<file path="src/verilog/gpio_pin_port_pkg.sv">
package gpio_pin_port_pkg;

    // ==========================================================
    // Register map
    // ==========================================================
    localparam int PORT_WIDTH = 8;
    localparam int ADDR_WIDTH = 5;
    localparam logic [4:0] OFS_DIRECTION = 5'h00;
    localparam logic [4:0] OFS_DIRECTION_SET = 5'h01;
    localparam logic [4:0] OFS_DIRECTION_CLEAR = 5'h02;
    localparam logic [4:0] OFS_DIRECTION_TOGGLE = 5'h03;
    localparam logic [4:0] OFS_DRIVE = 5'h04;
    localparam logic [4:0] OFS_DRIVE_SET = 5'h05;
    localparam logic [4:0] OFS_DRIVE_CLEAR = 5'h06;
    localparam logic [4:0] OFS_DRIVE_TOGGLE = 5'h07;
    localparam logic [4:0] OFS_INPUT = 5'h08;
    localparam logic [4:0] OFS_FLAGS = 5'h09;
    localparam logic [4:0] OFS_PIN_CONFIG = 5'h10;
    // Mirror register indices.
    localparam logic [1:0] MIR_DIRECTION = 2'h0;
    localparam logic [1:0] MIR_DRIVE = 2'h1;
    localparam logic [1:0] MIR_INPUT = 2'h2;
    localparam logic [1:0] MIR_FLAGS = 2'h3;

    // ==========================================================
    // Pin configuration fields
    // ==========================================================
    localparam int CFG_INVERT_BIT = 7;
    localparam int CFG_PULL_UP_BIT = 3;
    localparam logic [7:0] CFG_RESET = 8'h00;
    localparam logic [7:0] CFG_WRITE_MASK = 8'h8f;
    localparam logic [7:0] BYTE_ZERO = 8'h00;
    // Cycles after a detection during which a synchronous pin ignores new events.
    localparam logic [1:0] DEAD_CYCLES = 2'h3;

    typedef enum logic [2:0] {
        SENSE_INTDISABLE = 3'b000,
        SENSE_BOTH_EDGES = 3'b001,
        SENSE_RISING = 3'b010,
        SENSE_FALLING = 3'b011,
        SENSE_INPUT_DISABLE = 3'b100,
        SENSE_LEVEL_LOW = 3'b101
    } sense_select_t;

    typedef struct packed {
        logic invertEnable;
        logic pullUpEnable;
        logic [2:0] senseSelect;
    } pin_config_t;

    typedef struct packed {
        logic write;
        logic read;
        logic [4:0] addr;
        logic [7:0] wdata;
    } reg_req_t;

    typedef struct packed {
        logic write;
        logic read;
        logic [1:0] addr;
        logic [7:0] wdata;
    } mirror_req_t;

endpackage : gpio_pin_port_pkg

</file>
<file path="src/verilog/pin_sense.sv">
`timescale 1ns/1ps
`default_nettype none
module pin_sense
    import gpio_pin_port_pkg::*;
#(
    parameter bit FULL_ASYNC = 1'b0
) (
    input wire logic sys_clk,
    input wire logic arst_n,
    input wire logic padIn,
    input wire logic invertEnable,
    input wire logic [2:0] senseSelect,
    output logic levelQ,
    output logic detect,
    output logic wakeRequest
);

    // ==========================================================
    // Synchroniser
    // ==========================================================
    logic senseNet;
    logic syncA_q;
    logic syncB_q;
    logic prev_q;
    logic [2:0] selPrev_q;
    logic [1:0] dead_q;
    logic hit;
    logic inputOn;

    assign senseNet = padIn ^ invertEnable;
    assign inputOn = (senseSelect != SENSE_INPUT_DISABLE);

    // Synchroniser holds still while the input is disabled to save power.
    always_ff @(posedge sys_clk or negedge arst_n) begin
        if (!arst_n) begin
            syncA_q <= 1'b0;
            syncB_q <= 1'b0;
        end else if (inputOn) begin
            syncA_q <= senseNet;
            syncB_q <= syncA_q;
        end
    end

    always_ff @(posedge sys_clk or negedge arst_n) begin
        if (!arst_n) begin
            prev_q <= 1'b0;
            selPrev_q <= SENSE_INTDISABLE;
        end else begin
            prev_q <= syncB_q;
            selPrev_q <= senseSelect;
        end
    end

    // ==========================================================
    // Sense condition
    // ==========================================================
    always_comb begin
        hit = 1'b0;
        unique case (senseSelect)
            SENSE_BOTH_EDGES: hit = syncB_q ^ prev_q;
            SENSE_RISING: hit = syncB_q & ~prev_q;
            SENSE_FALLING: hit = ~syncB_q & prev_q;
            SENSE_LEVEL_LOW: hit = ~syncB_q;
            default: hit = 1'b0;
        endcase
    end

    // A detection is dropped in the cycle the setting changes.
    assign detect = hit && (selPrev_q == senseSelect) && (FULL_ASYNC || dead_q == 2'h0);

    always_ff @(posedge sys_clk or negedge arst_n) begin
        if (!arst_n) begin
            dead_q <= 2'h0;
        end else if (detect && !FULL_ASYNC) begin
            dead_q <= DEAD_CYCLES;
        end else if (dead_q != 2'h0) begin
            dead_q <= dead_q - 2'h1;
        end
    end

    // Unclocked wake path; partly asynchronous pins only wake on both edges or level.
    always_comb begin
        wakeRequest = 1'b0;
        if (senseSelect == SENSE_LEVEL_LOW) begin
            wakeRequest = ~senseNet;
        end else if (senseSelect == SENSE_BOTH_EDGES || (FULL_ASYNC &&
                     (senseSelect == SENSE_RISING || senseSelect == SENSE_FALLING))) begin
            wakeRequest = senseNet ^ syncB_q;
        end
    end

    assign levelQ = syncB_q;

endmodule : pin_sense
`default_nettype wire

</file>
<file path="src/verilog/gpio_pin_port.sv">
`timescale 1ns/1ps
`default_nettype none
module gpio_pin_port
    import gpio_pin_port_pkg::*;
#(
    parameter int WIDTH = PORT_WIDTH,
    parameter logic [7:0] FULL_ASYNC_MASK = 8'h04
) (
    input wire logic sys_clk,
    input wire logic arst_n,
    input wire reg_req_t regReq,
    output logic [7:0] regRdata,
    input wire mirror_req_t mirrorReq,
    output logic [7:0] mirrorRdata,
    input wire logic [WIDTH-1:0] padIn,
    output logic [WIDTH-1:0] padOut,
    output logic [WIDTH-1:0] padOe,
    output logic [WIDTH-1:0] padPullUp,
    output logic [WIDTH-1:0] padSync,
    output logic portIrq,
    output logic wakeRequest
);

    // ==========================================================
    // Write decode
    // ==========================================================
    logic [WIDTH-1:0] direction_q;
    logic [WIDTH-1:0] drive_q;
    logic [WIDTH-1:0] flags_q;
    logic [7:0] config_q [WIDTH];
    logic [WIDTH-1:0] levels;
    logic [WIDTH-1:0] detects;
    logic [WIDTH-1:0] wakes;
    logic [WIDTH-1:0] invertVec;
    logic [WIDTH-1:0] wdata;
    logic [WIDTH-1:0] mdata;
    logic [7:0] rdata_d;
    logic [7:0] mrdata_d;

    function automatic logic hitReg(input reg_req_t r, input logic [4:0] ofs);
        hitReg = r.write && (r.addr == ofs);
    endfunction : hitReg

    function automatic logic hitMir(input mirror_req_t r, input logic [1:0] ofs);
        hitMir = r.write && (r.addr == ofs);
    endfunction : hitMir

    function automatic logic [7:0] pad8(input logic [WIDTH-1:0] v);
        pad8 = BYTE_ZERO;
        pad8[WIDTH-1:0] = v;
    endfunction : pad8

    assign wdata = regReq.wdata[WIDTH-1:0];
    assign mdata = mirrorReq.wdata[WIDTH-1:0];

    // ==========================================================
    // Direction
    // ==========================================================
    // Main bus write applies first, then the mirror write, so with both in one cycle the mirror value wins.
    always_ff @(posedge sys_clk or negedge arst_n) begin
        if (!arst_n) begin
            direction_q <= '0;
        end else begin
            logic [WIDTH-1:0] nx;
            nx = direction_q;
            if (hitReg(regReq, OFS_DIRECTION)) nx = wdata;
            if (hitReg(regReq, OFS_DIRECTION_SET)) nx = nx | wdata;
            if (hitReg(regReq, OFS_DIRECTION_CLEAR)) nx = nx & ~wdata;
            if (hitReg(regReq, OFS_DIRECTION_TOGGLE)) nx = nx ^ wdata;
            if (hitMir(mirrorReq, MIR_DIRECTION)) nx = mdata;
            direction_q <= nx;
        end
    end

    // ==========================================================
    // Drive value
    // ==========================================================
    always_ff @(posedge sys_clk or negedge arst_n) begin
        if (!arst_n) begin
            drive_q <= '0;
        end else begin
            logic [WIDTH-1:0] nx;
            nx = drive_q;
            if (hitReg(regReq, OFS_DRIVE)) nx = wdata;
            if (hitReg(regReq, OFS_DRIVE_SET)) nx = nx | wdata;
            if (hitReg(regReq, OFS_DRIVE_CLEAR)) nx = nx & ~wdata;
            if (hitReg(regReq, OFS_DRIVE_TOGGLE) || hitReg(regReq, OFS_INPUT)) begin
                nx = nx ^ wdata;
            end
            if (hitMir(mirrorReq, MIR_DRIVE)) nx = mdata;
            if (hitMir(mirrorReq, MIR_INPUT)) nx = nx ^ mdata;
            drive_q <= nx;
        end
    end

    // ==========================================================
    // Pin configuration
    // ==========================================================
    always_ff @(posedge sys_clk or negedge arst_n) begin
        if (!arst_n) begin
            for (int i = 0; i < WIDTH; i++) begin
                config_q[i] <= CFG_RESET;
            end
        end else begin
            for (int i = 0; i < WIDTH; i++) begin
                if (hitReg(regReq, OFS_PIN_CONFIG + 5'(i))) begin
                    config_q[i] <= regReq.wdata & CFG_WRITE_MASK;
                end
            end
        end
    end

    // ==========================================================
    // Flags
    // ==========================================================
    // A new detection wins over a clear in the same cycle.
    always_ff @(posedge sys_clk or negedge arst_n) begin
        if (!arst_n) begin
            flags_q <= '0;
        end else begin
            logic [WIDTH-1:0] clr;
            clr = '0;
            if (hitReg(regReq, OFS_FLAGS)) clr = clr | wdata;
            if (hitMir(mirrorReq, MIR_FLAGS)) clr = clr | mdata;
            flags_q <= (flags_q & ~clr) | detects;
        end
    end

    // ==========================================================
    // Per-pin sensing
    // ==========================================================
    for (genvar g = 0; g < WIDTH; g++) begin : gPin
        assign invertVec[g] = config_q[g][CFG_INVERT_BIT];
        pin_sense #(
            .FULL_ASYNC(FULL_ASYNC_MASK[g])
        ) uSense (
            .sys_clk(sys_clk),
            .arst_n(arst_n),
            .padIn(padIn[g]),
            .invertEnable(config_q[g][CFG_INVERT_BIT]),
            .senseSelect(config_q[g][2:0]),
            .levelQ(levels[g]),
            .detect(detects[g]),
            .wakeRequest(wakes[g])
        );
        assign padPullUp[g] = config_q[g][CFG_PULL_UP_BIT];
    end

    // Output enable follows direction straight from its register.
    assign padOe = direction_q;
    assign padOut = drive_q ^ invertVec;
    assign padSync = levels;
    // Flags are set only by enabled sense settings, so any flag means a request.
    assign portIrq = |flags_q;
    assign wakeRequest = |wakes;

    // ==========================================================
    // Read data
    // ==========================================================
    always_comb begin
        rdata_d = BYTE_ZERO;
        unique case (regReq.addr)
            OFS_DIRECTION, OFS_DIRECTION_SET, OFS_DIRECTION_CLEAR, OFS_DIRECTION_TOGGLE:
                rdata_d = pad8(direction_q);
            OFS_DRIVE, OFS_DRIVE_SET, OFS_DRIVE_CLEAR, OFS_DRIVE_TOGGLE:
                rdata_d = pad8(drive_q);
            OFS_INPUT: rdata_d = pad8(levels);
            OFS_FLAGS: rdata_d = pad8(flags_q);
            default: begin
                for (int i = 0; i < WIDTH; i++) begin
                    if (regReq.addr == OFS_PIN_CONFIG + 5'(i)) rdata_d = config_q[i];
                end
            end
        endcase
    end

    always_comb begin
        mrdata_d = BYTE_ZERO;
        unique case (mirrorReq.addr)
            MIR_DIRECTION: mrdata_d = pad8(direction_q);
            MIR_DRIVE: mrdata_d = pad8(drive_q);
            MIR_INPUT: mrdata_d = pad8(levels);
            MIR_FLAGS: mrdata_d = pad8(flags_q);
        endcase
    end

    // Read data is registered: it appears the cycle after the read strobe.
    always_ff @(posedge sys_clk or negedge arst_n) begin
        if (!arst_n) begin
            regRdata <= BYTE_ZERO;
            mirrorRdata <= BYTE_ZERO;
        end else begin
            if (regReq.read) regRdata <= rdata_d;
            if (mirrorReq.read) mirrorRdata <= mrdata_d;
        end
    end

endmodule : gpio_pin_port
`default_nettype wire

</file>
<file path="config.mk">
export PLATFORM = sky130hd
export DESIGN_NAME = gpio_pin_port
export DESIGN_NICKNAME = d
export VERILOG_FILES = /design/src/verilog/gpio_pin_port_pkg.sv /design/src/verilog/pin_sense.sv /design/src/verilog/gpio_pin_port.sv
export SDC_FILE = /design/constraint.sdc
export NUM_CORES = 1
export LEC_CHECK = 0
export BUFFER_PORTS_ARGS = -buffer_cell sky130_fd_sc_hd__buf_2
export CORE_MARGIN = 2
export CORE_UTILIZATION = 60
export DETAILED_ROUTE_END_ITERATION = 10
export GPL_TIMING_DRIVEN = 0
export PLACE_DENSITY = 0.81
export SYNTH_ARGS = -nofsm -noshare
export SYNTH_HDL_FRONTEND = slang
export SYNTH_SLANG_ARGS = --single-unit
</file>
<file path="constraint.sdc">
create_clock -name sys_clk -period 2.2 [get_ports sys_clk]
set_clock_uncertainty 0.05 [all_clocks]
set_input_delay 0.22 -clock sys_clk [delete_from_list [all_inputs] [get_ports sys_clk]]
set_output_delay 0.22 -clock sys_clk [all_outputs]
set_load 0.005 [all_outputs]
</file>
==> summary.md, run 1 <==
| Metric | Value |
|---|---|
| # IOs | `87` |
| Area of the core | `13,720 um2` |
| Starting Density | `60.79%` |
| Share of post-route cells with drive strength above 1 | `26.65%` |
| Most used flip-flop cell after synthesis | `sky130_fd_sc_hd__dfrtp_1` |
| CTS HTree Levels | `4` |
| Detailed route wirelength on metal3 | `2150 um` |
| Number of max-slew violations in the final report | `0` |
| Setup TNS Final | `-235.5 ps` |
| Cell Pwr Density | `1071 nW/um2` |
| Clock-pin slew of the registers on the worst-case setup and hold paths | `60 ps` |
| Cell taking the most area after synthesis | `sky130_fd_sc_hd__dfrtp_1` |
| Unrepaired setup endpoints after global routing | `true` |
| Number of clock buffers inserted by TritonCTS | `17` |
| Cell types occupying the most area after synthesis | `sky130_fd_sc_hd__dfrtp_1 (43%), sky130_fd_sc_hd__mux2_2 (6.8%), sky130_fd_sc_hd__mux2i_1 (3.6%), sky130_fd_sc_hd__ha_1 (3.5%), sky130_fd_sc_hd__xor2_1 (2.9%)` |
| Headroom to the max-slew limit | `44.59%` |
| Critical path, cell by cell | `xor2_2, o311a_1, nor4_4, o21ai_1, buf_2` |
| Critical path arrival | `2170 ps` |
| Final-report setup violation count | `1` |
| Total vias in the final route | `7,150` |
| CP Class | `register to output pin` |
| Iteration count of the initial detailed-routing pass | `7` |
| Endpoint type of the worst setup path | `output pin` |
| Number of antenna violations at the first check in global routing | `0` |
| Layout Nets | `991` |
| Die Ht | `121.9 um` |
| Insertion delay to the later sink of the worst-skew pair | `420 ps` |
| Biggest cell delay along the critical path | `440 ps` |
| Most instantiated cells after synthesis | `sky130_fd_sc_hd__dfrtp_1 (142), sky130_fd_sc_hd__inv_1 (63), sky130_fd_sc_hd__nand2_1 (59)` |
| Worst vdd rail ir drop | `0.0008196 V` |
| CTS tree | `built` |
| Average wire per standard cell | `21.25 um` |
| Die boundary width | `121.9 um` |
| Leakage component of the power | `4.324 nW` |
| Pin count of the biggest net entering global routing | `98` |
| Synthesized net count | `885` |
| CP Data Required Time | `1930 ps` |
| Clock Sinks | `142` |
| Detailed Route WL | `23,840 um` |
| Weighted congestion reported at the end of routability-driven placement | `0.9819` |
| Element type at the critical path start | `register` |
| Shortest clock period the worst path allows after layout | `2435 ps` |
| Min Hold Slack | `56.05 ps` |
| Cell with the largest stage delay on the worst path | `sky130_fd_sc_hd__dfrtp_2` |
| Hpwl dp | `17,160 um` |
| Number of enable flip-flop cells after synthesis | `0` |
| Count of synthesis-stage warnings from yosys | `0` |
| Worst min-delay path category | `input port to register` |
| CTS Buffer Depth | `2` |
| CP max FO | `4` |
| Flip-flop and latch count after synthesis | `142` |
| Highest signal layer in the routed design | `met4` |
| Global-route wire length before repair | `36,720 um` |
| Timing-limited maximum frequency | `0.4106 GHz` |
| Mapped Avg Cell Area | `10.11 um2` |
| DRC violation count after routing | `0` |
| DIE AREA | `14,860 um2` |
| Root Driver | `sky130_fd_sc_hd__clkbuf_16` |
| Area fraction of the dominant cell type after synthesis | `42.60%` |
| Met1 Routed Length | `9695 um` |
| Worst slack at placement | `-216.4 ps` |
| Port Buffer Count | `82` |
| Transition at the pin with the smallest max-transition slack | `824.2 ps` |
| Cell with the most instances after synthesis | `sky130_fd_sc_hd__dfrtp_1` |
| Status | `finished with violations` |
| Final hold viol count | `0` |
| Remaining global-route overflow | `0` |
| # diodes | `0` |
| Vias in the first global route | `6,706` |
| Violations in the final reports | `negative setup slack` |
| Area of the mapped netlist | `8340 um2` |
| Synthesized instance count | `825` |
| Max cap viols | `0` |
| Fin worst setup slack | `-235.5 ps` |
| Synth async-reset ratio | `100.0%` |
| Placed instance area | `9010 um2` |
| Starting DRC count in detailed routing | `863` |
| Area overhead of the layout relative to synthesis | `16.70%` |
| Period utilisation layout | `110.7%` |
| Site Rows | `43` |
| Final Cell Area | `9733 um2` |
| Count of nets left with antenna violations after detail routing | `0` |
| Count of unique library cells instantiated by Yosys | `65` |
| Via density per instance | `6.373` |
| Global-route total usage across every layer | `33.28%` |
| Share of the yosys chip area belonging to registers | `42.60%` |
| Length of routed met2 wiring | `11,120 um` |
cell type report:
class,count,area (um2)
multi-input combinational,565,4323
fill,1009,3986
sequential,142,3563
timing repair buffer,89,491.7
clock buffer,22,484.2
buffer,53,302.8
inverter,63,236.5
tap,180,225.2
clock inverter,8,106.4
per-stage QoR:
stage	std cells	power, mW	util [%]
3_3_place_gp	1087	7.198	65.43
2_1_floorplan	825	6.147	-
6_report	1122	10.42	70.94
5_1_grt	1122	11.02	70.94
3_5_place_dp	1088	7.371	65.67
4_1_cts	1124	10.39	70.88
kinds of logic after synthesis:
family	count (synthesis)	synth area share, %
DFF	142	42.60
muxes	88	12.51
AOI/OAI and AO/OA	190	16.82
xor gates and xnor gates	38	3.990
and+or+nand+nor	226	14.07
adders and majority gates	23	3.450
buffers and inverters	118	6.556
flip-flops by register name, summed over array words and instances (netlist names):
name                   flops
config_q                  32
gPin.uSense.selPrev_q     24
gPin.uSense.dead_q        14
drive_q                    8
flags_q                    8
gPin.uSense.levelQ         8
gPin.uSense.prev_q         8
gPin.uSense.syncA_q        8
mirrorRdata                8
padOe                      8
padPullUp                  8
regRdata                   8
cells in the final DEF, fill, tap and decap left out, drive strengths merged, types with 10 or more instances in the layout:
| master | Yosys | final |
|---|---|---|
| dfrtp | 142 | 142 |
| buf | 39 | 127 |
| inv | 63 | 64 |
| nand2 | 59 | 59 |
| nor2 | 53 | 53 |
| o21ai | 52 | 52 |
| mux2 | 50 | 50 |
| clkbuf | 16 | 36 |
| a21oi | 33 | 33 |
| mux2i | 30 | 30 |
| xor2 | 28 | 28 |
| nand2b | 24 | 24 |
| ha | 23 | 23 |
| nand3 | 19 | 19 |
| nor3 | 19 | 19 |
| a211oi | 17 | 17 |
| nor3b | 14 | 14 |
| a31oi | 12 | 12 |
| a221oi | 10 | 10 |
| nor4 | 10 | 10 |
| xnor2 | 10 | 10 |
where the power goes:
| group | internal [mW] | switching (mW) |
|---|---|---|
| clock | 1.78 | 1.09 |
| sequential | 3.37 | 0.828 |
| combinational | 1.67 | 1.69 |
timing repair:
| item | 4_1_cts | 5_1_grt |
|---|---|---|
| pin swaps | 5 | 1 |
| gates resized for setup | 17 | 3 |
| endpoints found under the hold margin | 45 | 0 |
| endpoints found under the setup margin | 1 | 4 |
| setup buffers | 5 | 0 |
| hold buffers | 1 | 0 |
worst max-delay path: cells and delay by family (launching register included):
kind                   cells  cell delay [ps]
XOR/XNOR                   1              210
flip-flops                 1              440
buffers and inverters      1              160
AND/OR/NAND/NOR            1              420
AO/OA/AOI/OAI              2              510
per-layer routing:
metal | track usage (%) | vias up
li1 | - | 3191
met1 | 46.03 | 3481
met2 | 52.03 | 407
met3 | 5.993 | 71
met4 | 13.86 | 0
met5 | 0 | -
path summary, 6_finish.rpt:
kind | start | end | slack, ps | cells after the start
worst max-delay path | config_q[47] | wakeRequest | -240 | 5
worst min-delay path | mirrorReq[4] | padOe[4] | 60 | 3
worst max register to register | gPin[1].uSense.levelQ | flags_q[1] | 160 | 6
worst min register to register | config_q[25] | gPin[4].uSense.selPrev_q[1] | 320 | 0
max in group asynchronous | arst_n | gPin[7].uSense.levelQ | 1020 | 3
min in group asynchronous | arst_n | gPin[5].uSense.dead_q[1] | 250 | 2
(Power assumes the default switching activity.)
==> run 2, diff against run 1 <==
Settings changed: PLACE_DENSITY 0.81 to not set, PLACE_DENSITY_LB_ADDON set to 0.25.
==> summary.md, run 2 (same netlist as run 1, synthesis figures left out) <==
| Metric | Value |
|---|---|
| Die Ht | `121.9 um (unchanged)` |
| Number of clock buffers inserted by TritonCTS | `17 (unchanged)` |
| Weighted congestion reported at the end of routability-driven placement | `0.9829 (+0.10%)` |
| Starting Density | `60.79% (unchanged)` |
| Insertion delay to the later sink of the worst-skew pair | `420 ps (about the same)` |
| Worst Reg-to-Reg Cells | `6 (unchanged)` |
| Worst vdd rail ir drop | `0.0007534 V (-8.1%)` |
| Iteration count of the initial detailed-routing pass | `5 (-2)` |
| Timing-limited maximum frequency | `0.4181 GHz (+1.8%)` |
| Number of antenna violations at the first check in global routing | `0 (unchanged)` |
| Share of post-route cells with drive strength above 1 | `26.33% (-0.32 points)` |
| Area of the core | `13,720 um2 (unchanged)` |
| Port Buffer Count | `82 (unchanged)` |
| Worst-case register-to-register setup slack | `120 ps (-40 ps)` |
| Headroom to the max-slew limit | `42.22% (-2.4 points)` |
| Most used cells in the layout excluding fill and tap cells | `sky130_fd_sc_hd__dfrtp_1 (134), sky130_fd_sc_hd__buf_2 (92), sky130_fd_sc_hd__inv_1 (63)` |
| Clock-pin slew of the registers on the worst-case setup and hold paths | `60 ps (about the same)` |
| Count of nets left with antenna violations after detail routing | `0 (unchanged)` |
| Hold path startpoint | `mirrorReq[4]` |
| Global-route wire length before repair | `37,530 um (+2.2%)` |
| Die boundary width | `121.9 um (unchanged)` |
| CP Class | `register to output pin` |
| Critical path arrival | `2120 ps (-50 ps)` |
| Gate power share | `31.1% (-1.1 points)` |
| Pin count of the biggest net entering global routing | `85 (-13%)` |
| Clock share of power | `29.9% (+2.4 points)` |
| Total vias in the final route | `7,033 (-1.6%)` |
| Number of max-slew violations in the final report | `0 (unchanged)` |
| Violations in the final reports | `negative setup slack` |
| Starting DRC count in detailed routing | `751 (-13%)` |
| # diodes | `0 (unchanged)` |
| Combined flip-flop and latch cell area | `3563 um2 (unchanged)` |
| Average wire per standard cell | `21.45 um (+0.93%)` |
| Layout Nets | `991 (unchanged)` |
| Remaining global-route overflow | `0 (unchanged)` |
| Fill cell instance count of the final layout | `1,027 (+1.8%)` |
| Fin worst setup slack | `-191.6 ps (+43.92 ps)` |
| Transition at the pin with the smallest max-transition slack | `859.5 ps (+35.28 ps)` |
| Vias in the first global route | `6,723 (+0.25%)` |
| Period utilisation layout | `108.7% (-2.0 points)` |
| Global-route total usage across every layer | `34.03% (+0.75 points)` |
| DRC violation count after routing | `0 (unchanged)` |
| Fraction of power spent switching nets | `33.56% (-1.0 points)` |
| Element type at the critical path start | `register` |
| Most frequent standard cell in the layout excluding fill and tap cells | `sky130_fd_sc_hd__dfrtp_1` |
| Via density per instance | `6.268 (-1.6%)` |
| Total power | `10.74 mW (+3.0%)` |
| Site Rows | `43 (unchanged)` |
| Internal portion of total power | `7.134 mW (+4.6%)` |
| Area overhead of the layout relative to synthesis | `17.16%` |
| Final hold viol count | `0 (unchanged)` |
| Cell Pwr Density | `1099 nW/um2 (+2.6%)` |
| Area taken by multi-input logic gates | `4308 um2 (-0.35%)` |
| CTS Buffer Depth | `2 (unchanged)` |
| CTS HTree Levels | `4 (unchanged)` |
| Largest registers | `config_q x32, gPin.uSense.selPrev_q x24, gPin.uSense.dead_q x14` |
| # IOs | `87 (unchanged)` |
| Root Driver | `sky130_fd_sc_hd__clkbuf_16` |
| Unrepaired setup endpoints after global routing | `true` |
| Shortest clock period the worst path allows after layout | `2392 ps (-43.92 ps)` |
| CP Data Required Time | `1930 ps (about the same)` |
| DIE AREA | `14,860 um2 (unchanged)` |
| Hpwl dp | `17,080 um (-0.43%)` |
| Max cap viols | `0 (unchanged)` |
| Register with the highest flop count | `config_q` |
| Endpoint type of the worst setup path | `output pin` |
| Startpoint of the most critical register-to-register path | `config_q[1]` |
| Clock Sinks | `142 (unchanged)` |
| End point of the worst hold path | `padOe[4]` |
| Final-report setup violation count | `1 (unchanged)` |
| Detailed Route WL | `24,060 um (+0.93%)` |
| Sequential share of power | `39.1% (-1.1 points)` |
| CTS tree | `built` |
| Worst min-delay path category | `input port to register` |
| Leakage component of the power | `4.342 nW (+0.40%)` |
| Net switching power of the design | `3.604 mW (about the same)` |
| Min Hold Slack | `60.28 ps (+4.227 ps)` |
| Status | `finished with violations` |
| Flip-flop count of the largest register after layout | `32 (unchanged)` |
| CP max FO | `9 (+5)` |
| Capture instance of the worst register-to-register path | `gPin[7].uSense.dead_q[1]` |
| Setup TNS Final | `-191.6 ps (+43.92 ps)` |
| Hold-critical path depth | `3 (unchanged)` |
## run 2: cell count changes in the layout (fill, tap and decap cells not counted), sizes merged
cell,delta
bufinv,+4
clkbuf,-3
buf,-1
clkinv,+1
inv,-1
## run 2: timing repair
action,CTS,global route
endpoints found under the setup margin,1,3
hold buffers,1,0
gates resized for setup,15,3
endpoints found under the hold margin,58,0
setup buffers,4,0
pin swaps,7,3
## run 2: through the flow
stage          instances  area [um2]  utilization, %  setup slack (ps)
2_1_floorplan        825        8341               -             340.4
3_3_place_gp        1087        8976           65.43             -1146
3_5_place_dp        1088        9010           65.67            -216.0
4_1_cts             1123        9759           71.14            -190.3
5_1_grt             1122        9772           71.23            -219.7
6_report            1122        9772           71.23            -191.6
## run 2: critical path: stages (launching register included)
cell	delay, ps
sky130_fd_sc_hd__dfrtp_1	330
sky130_fd_sc_hd__clkbuf_1	430
sky130_fd_sc_hd__o32ai_2	230
sky130_fd_sc_hd__nor4_4	400
sky130_fd_sc_hd__o21ai_1	150
sky130_fd_sc_hd__buf_2	150
## run 2: worst max-delay path by stage
stage / end / start / slack [ps] / depth (start not counted)
2_1_floorplan: drive_q[0] / regReq[9] / 340 / 8
6_report: wakeRequest / config_q[1] / -190 / 5
4_1_cts: wakeRequest / config_q[55] / -190 / 6
3_5_place_dp: wakeRequest / config_q[55] / -220 / 6
5_1_grt: wakeRequest / config_q[55] / -220 / 6
3_3_place_gp: gPin[4].uSense.prev_q / arst_n / -1150 / 1
## run 2: final cells by class
cell class,instances,share of cell area [%]
Multi-Input combinational cell,565,44.08
Inverter,63,2.420
Buffer,54,3.137
Timing Repair Buffer,88,4.955
Clock buffer,18,4.392
Tap cell,180,2.305
Clock inverter,12,2.241
Sequential cell,142,36.47
## run 2: power groups by stage
stage	combinational, mW	sequential (mW)	clock [mW]
finish	3.34	4.19	3.21
global route	3.70	4.29	3.33
floorplan	2.24	3.91	0
detailed placement	3.17	4.21	0
CTS	3.33	4.17	3.21
global placement	3.03	4.18	0
## run 2: metal layers
| metal | GRT usage, % | up-vias | share of wire (%) |
|---|---|---|---|
| met5 | 0 | - | 0 |
| li1 | - | 3183 | - |
| met3 | 5.899 | 67 | 8.9 |
| met2 | 52.13 | 369 | 46 |
| met4 | 16.52 | 0 | 4.2 |
| met1 | 47.18 | 3414 | 40 |
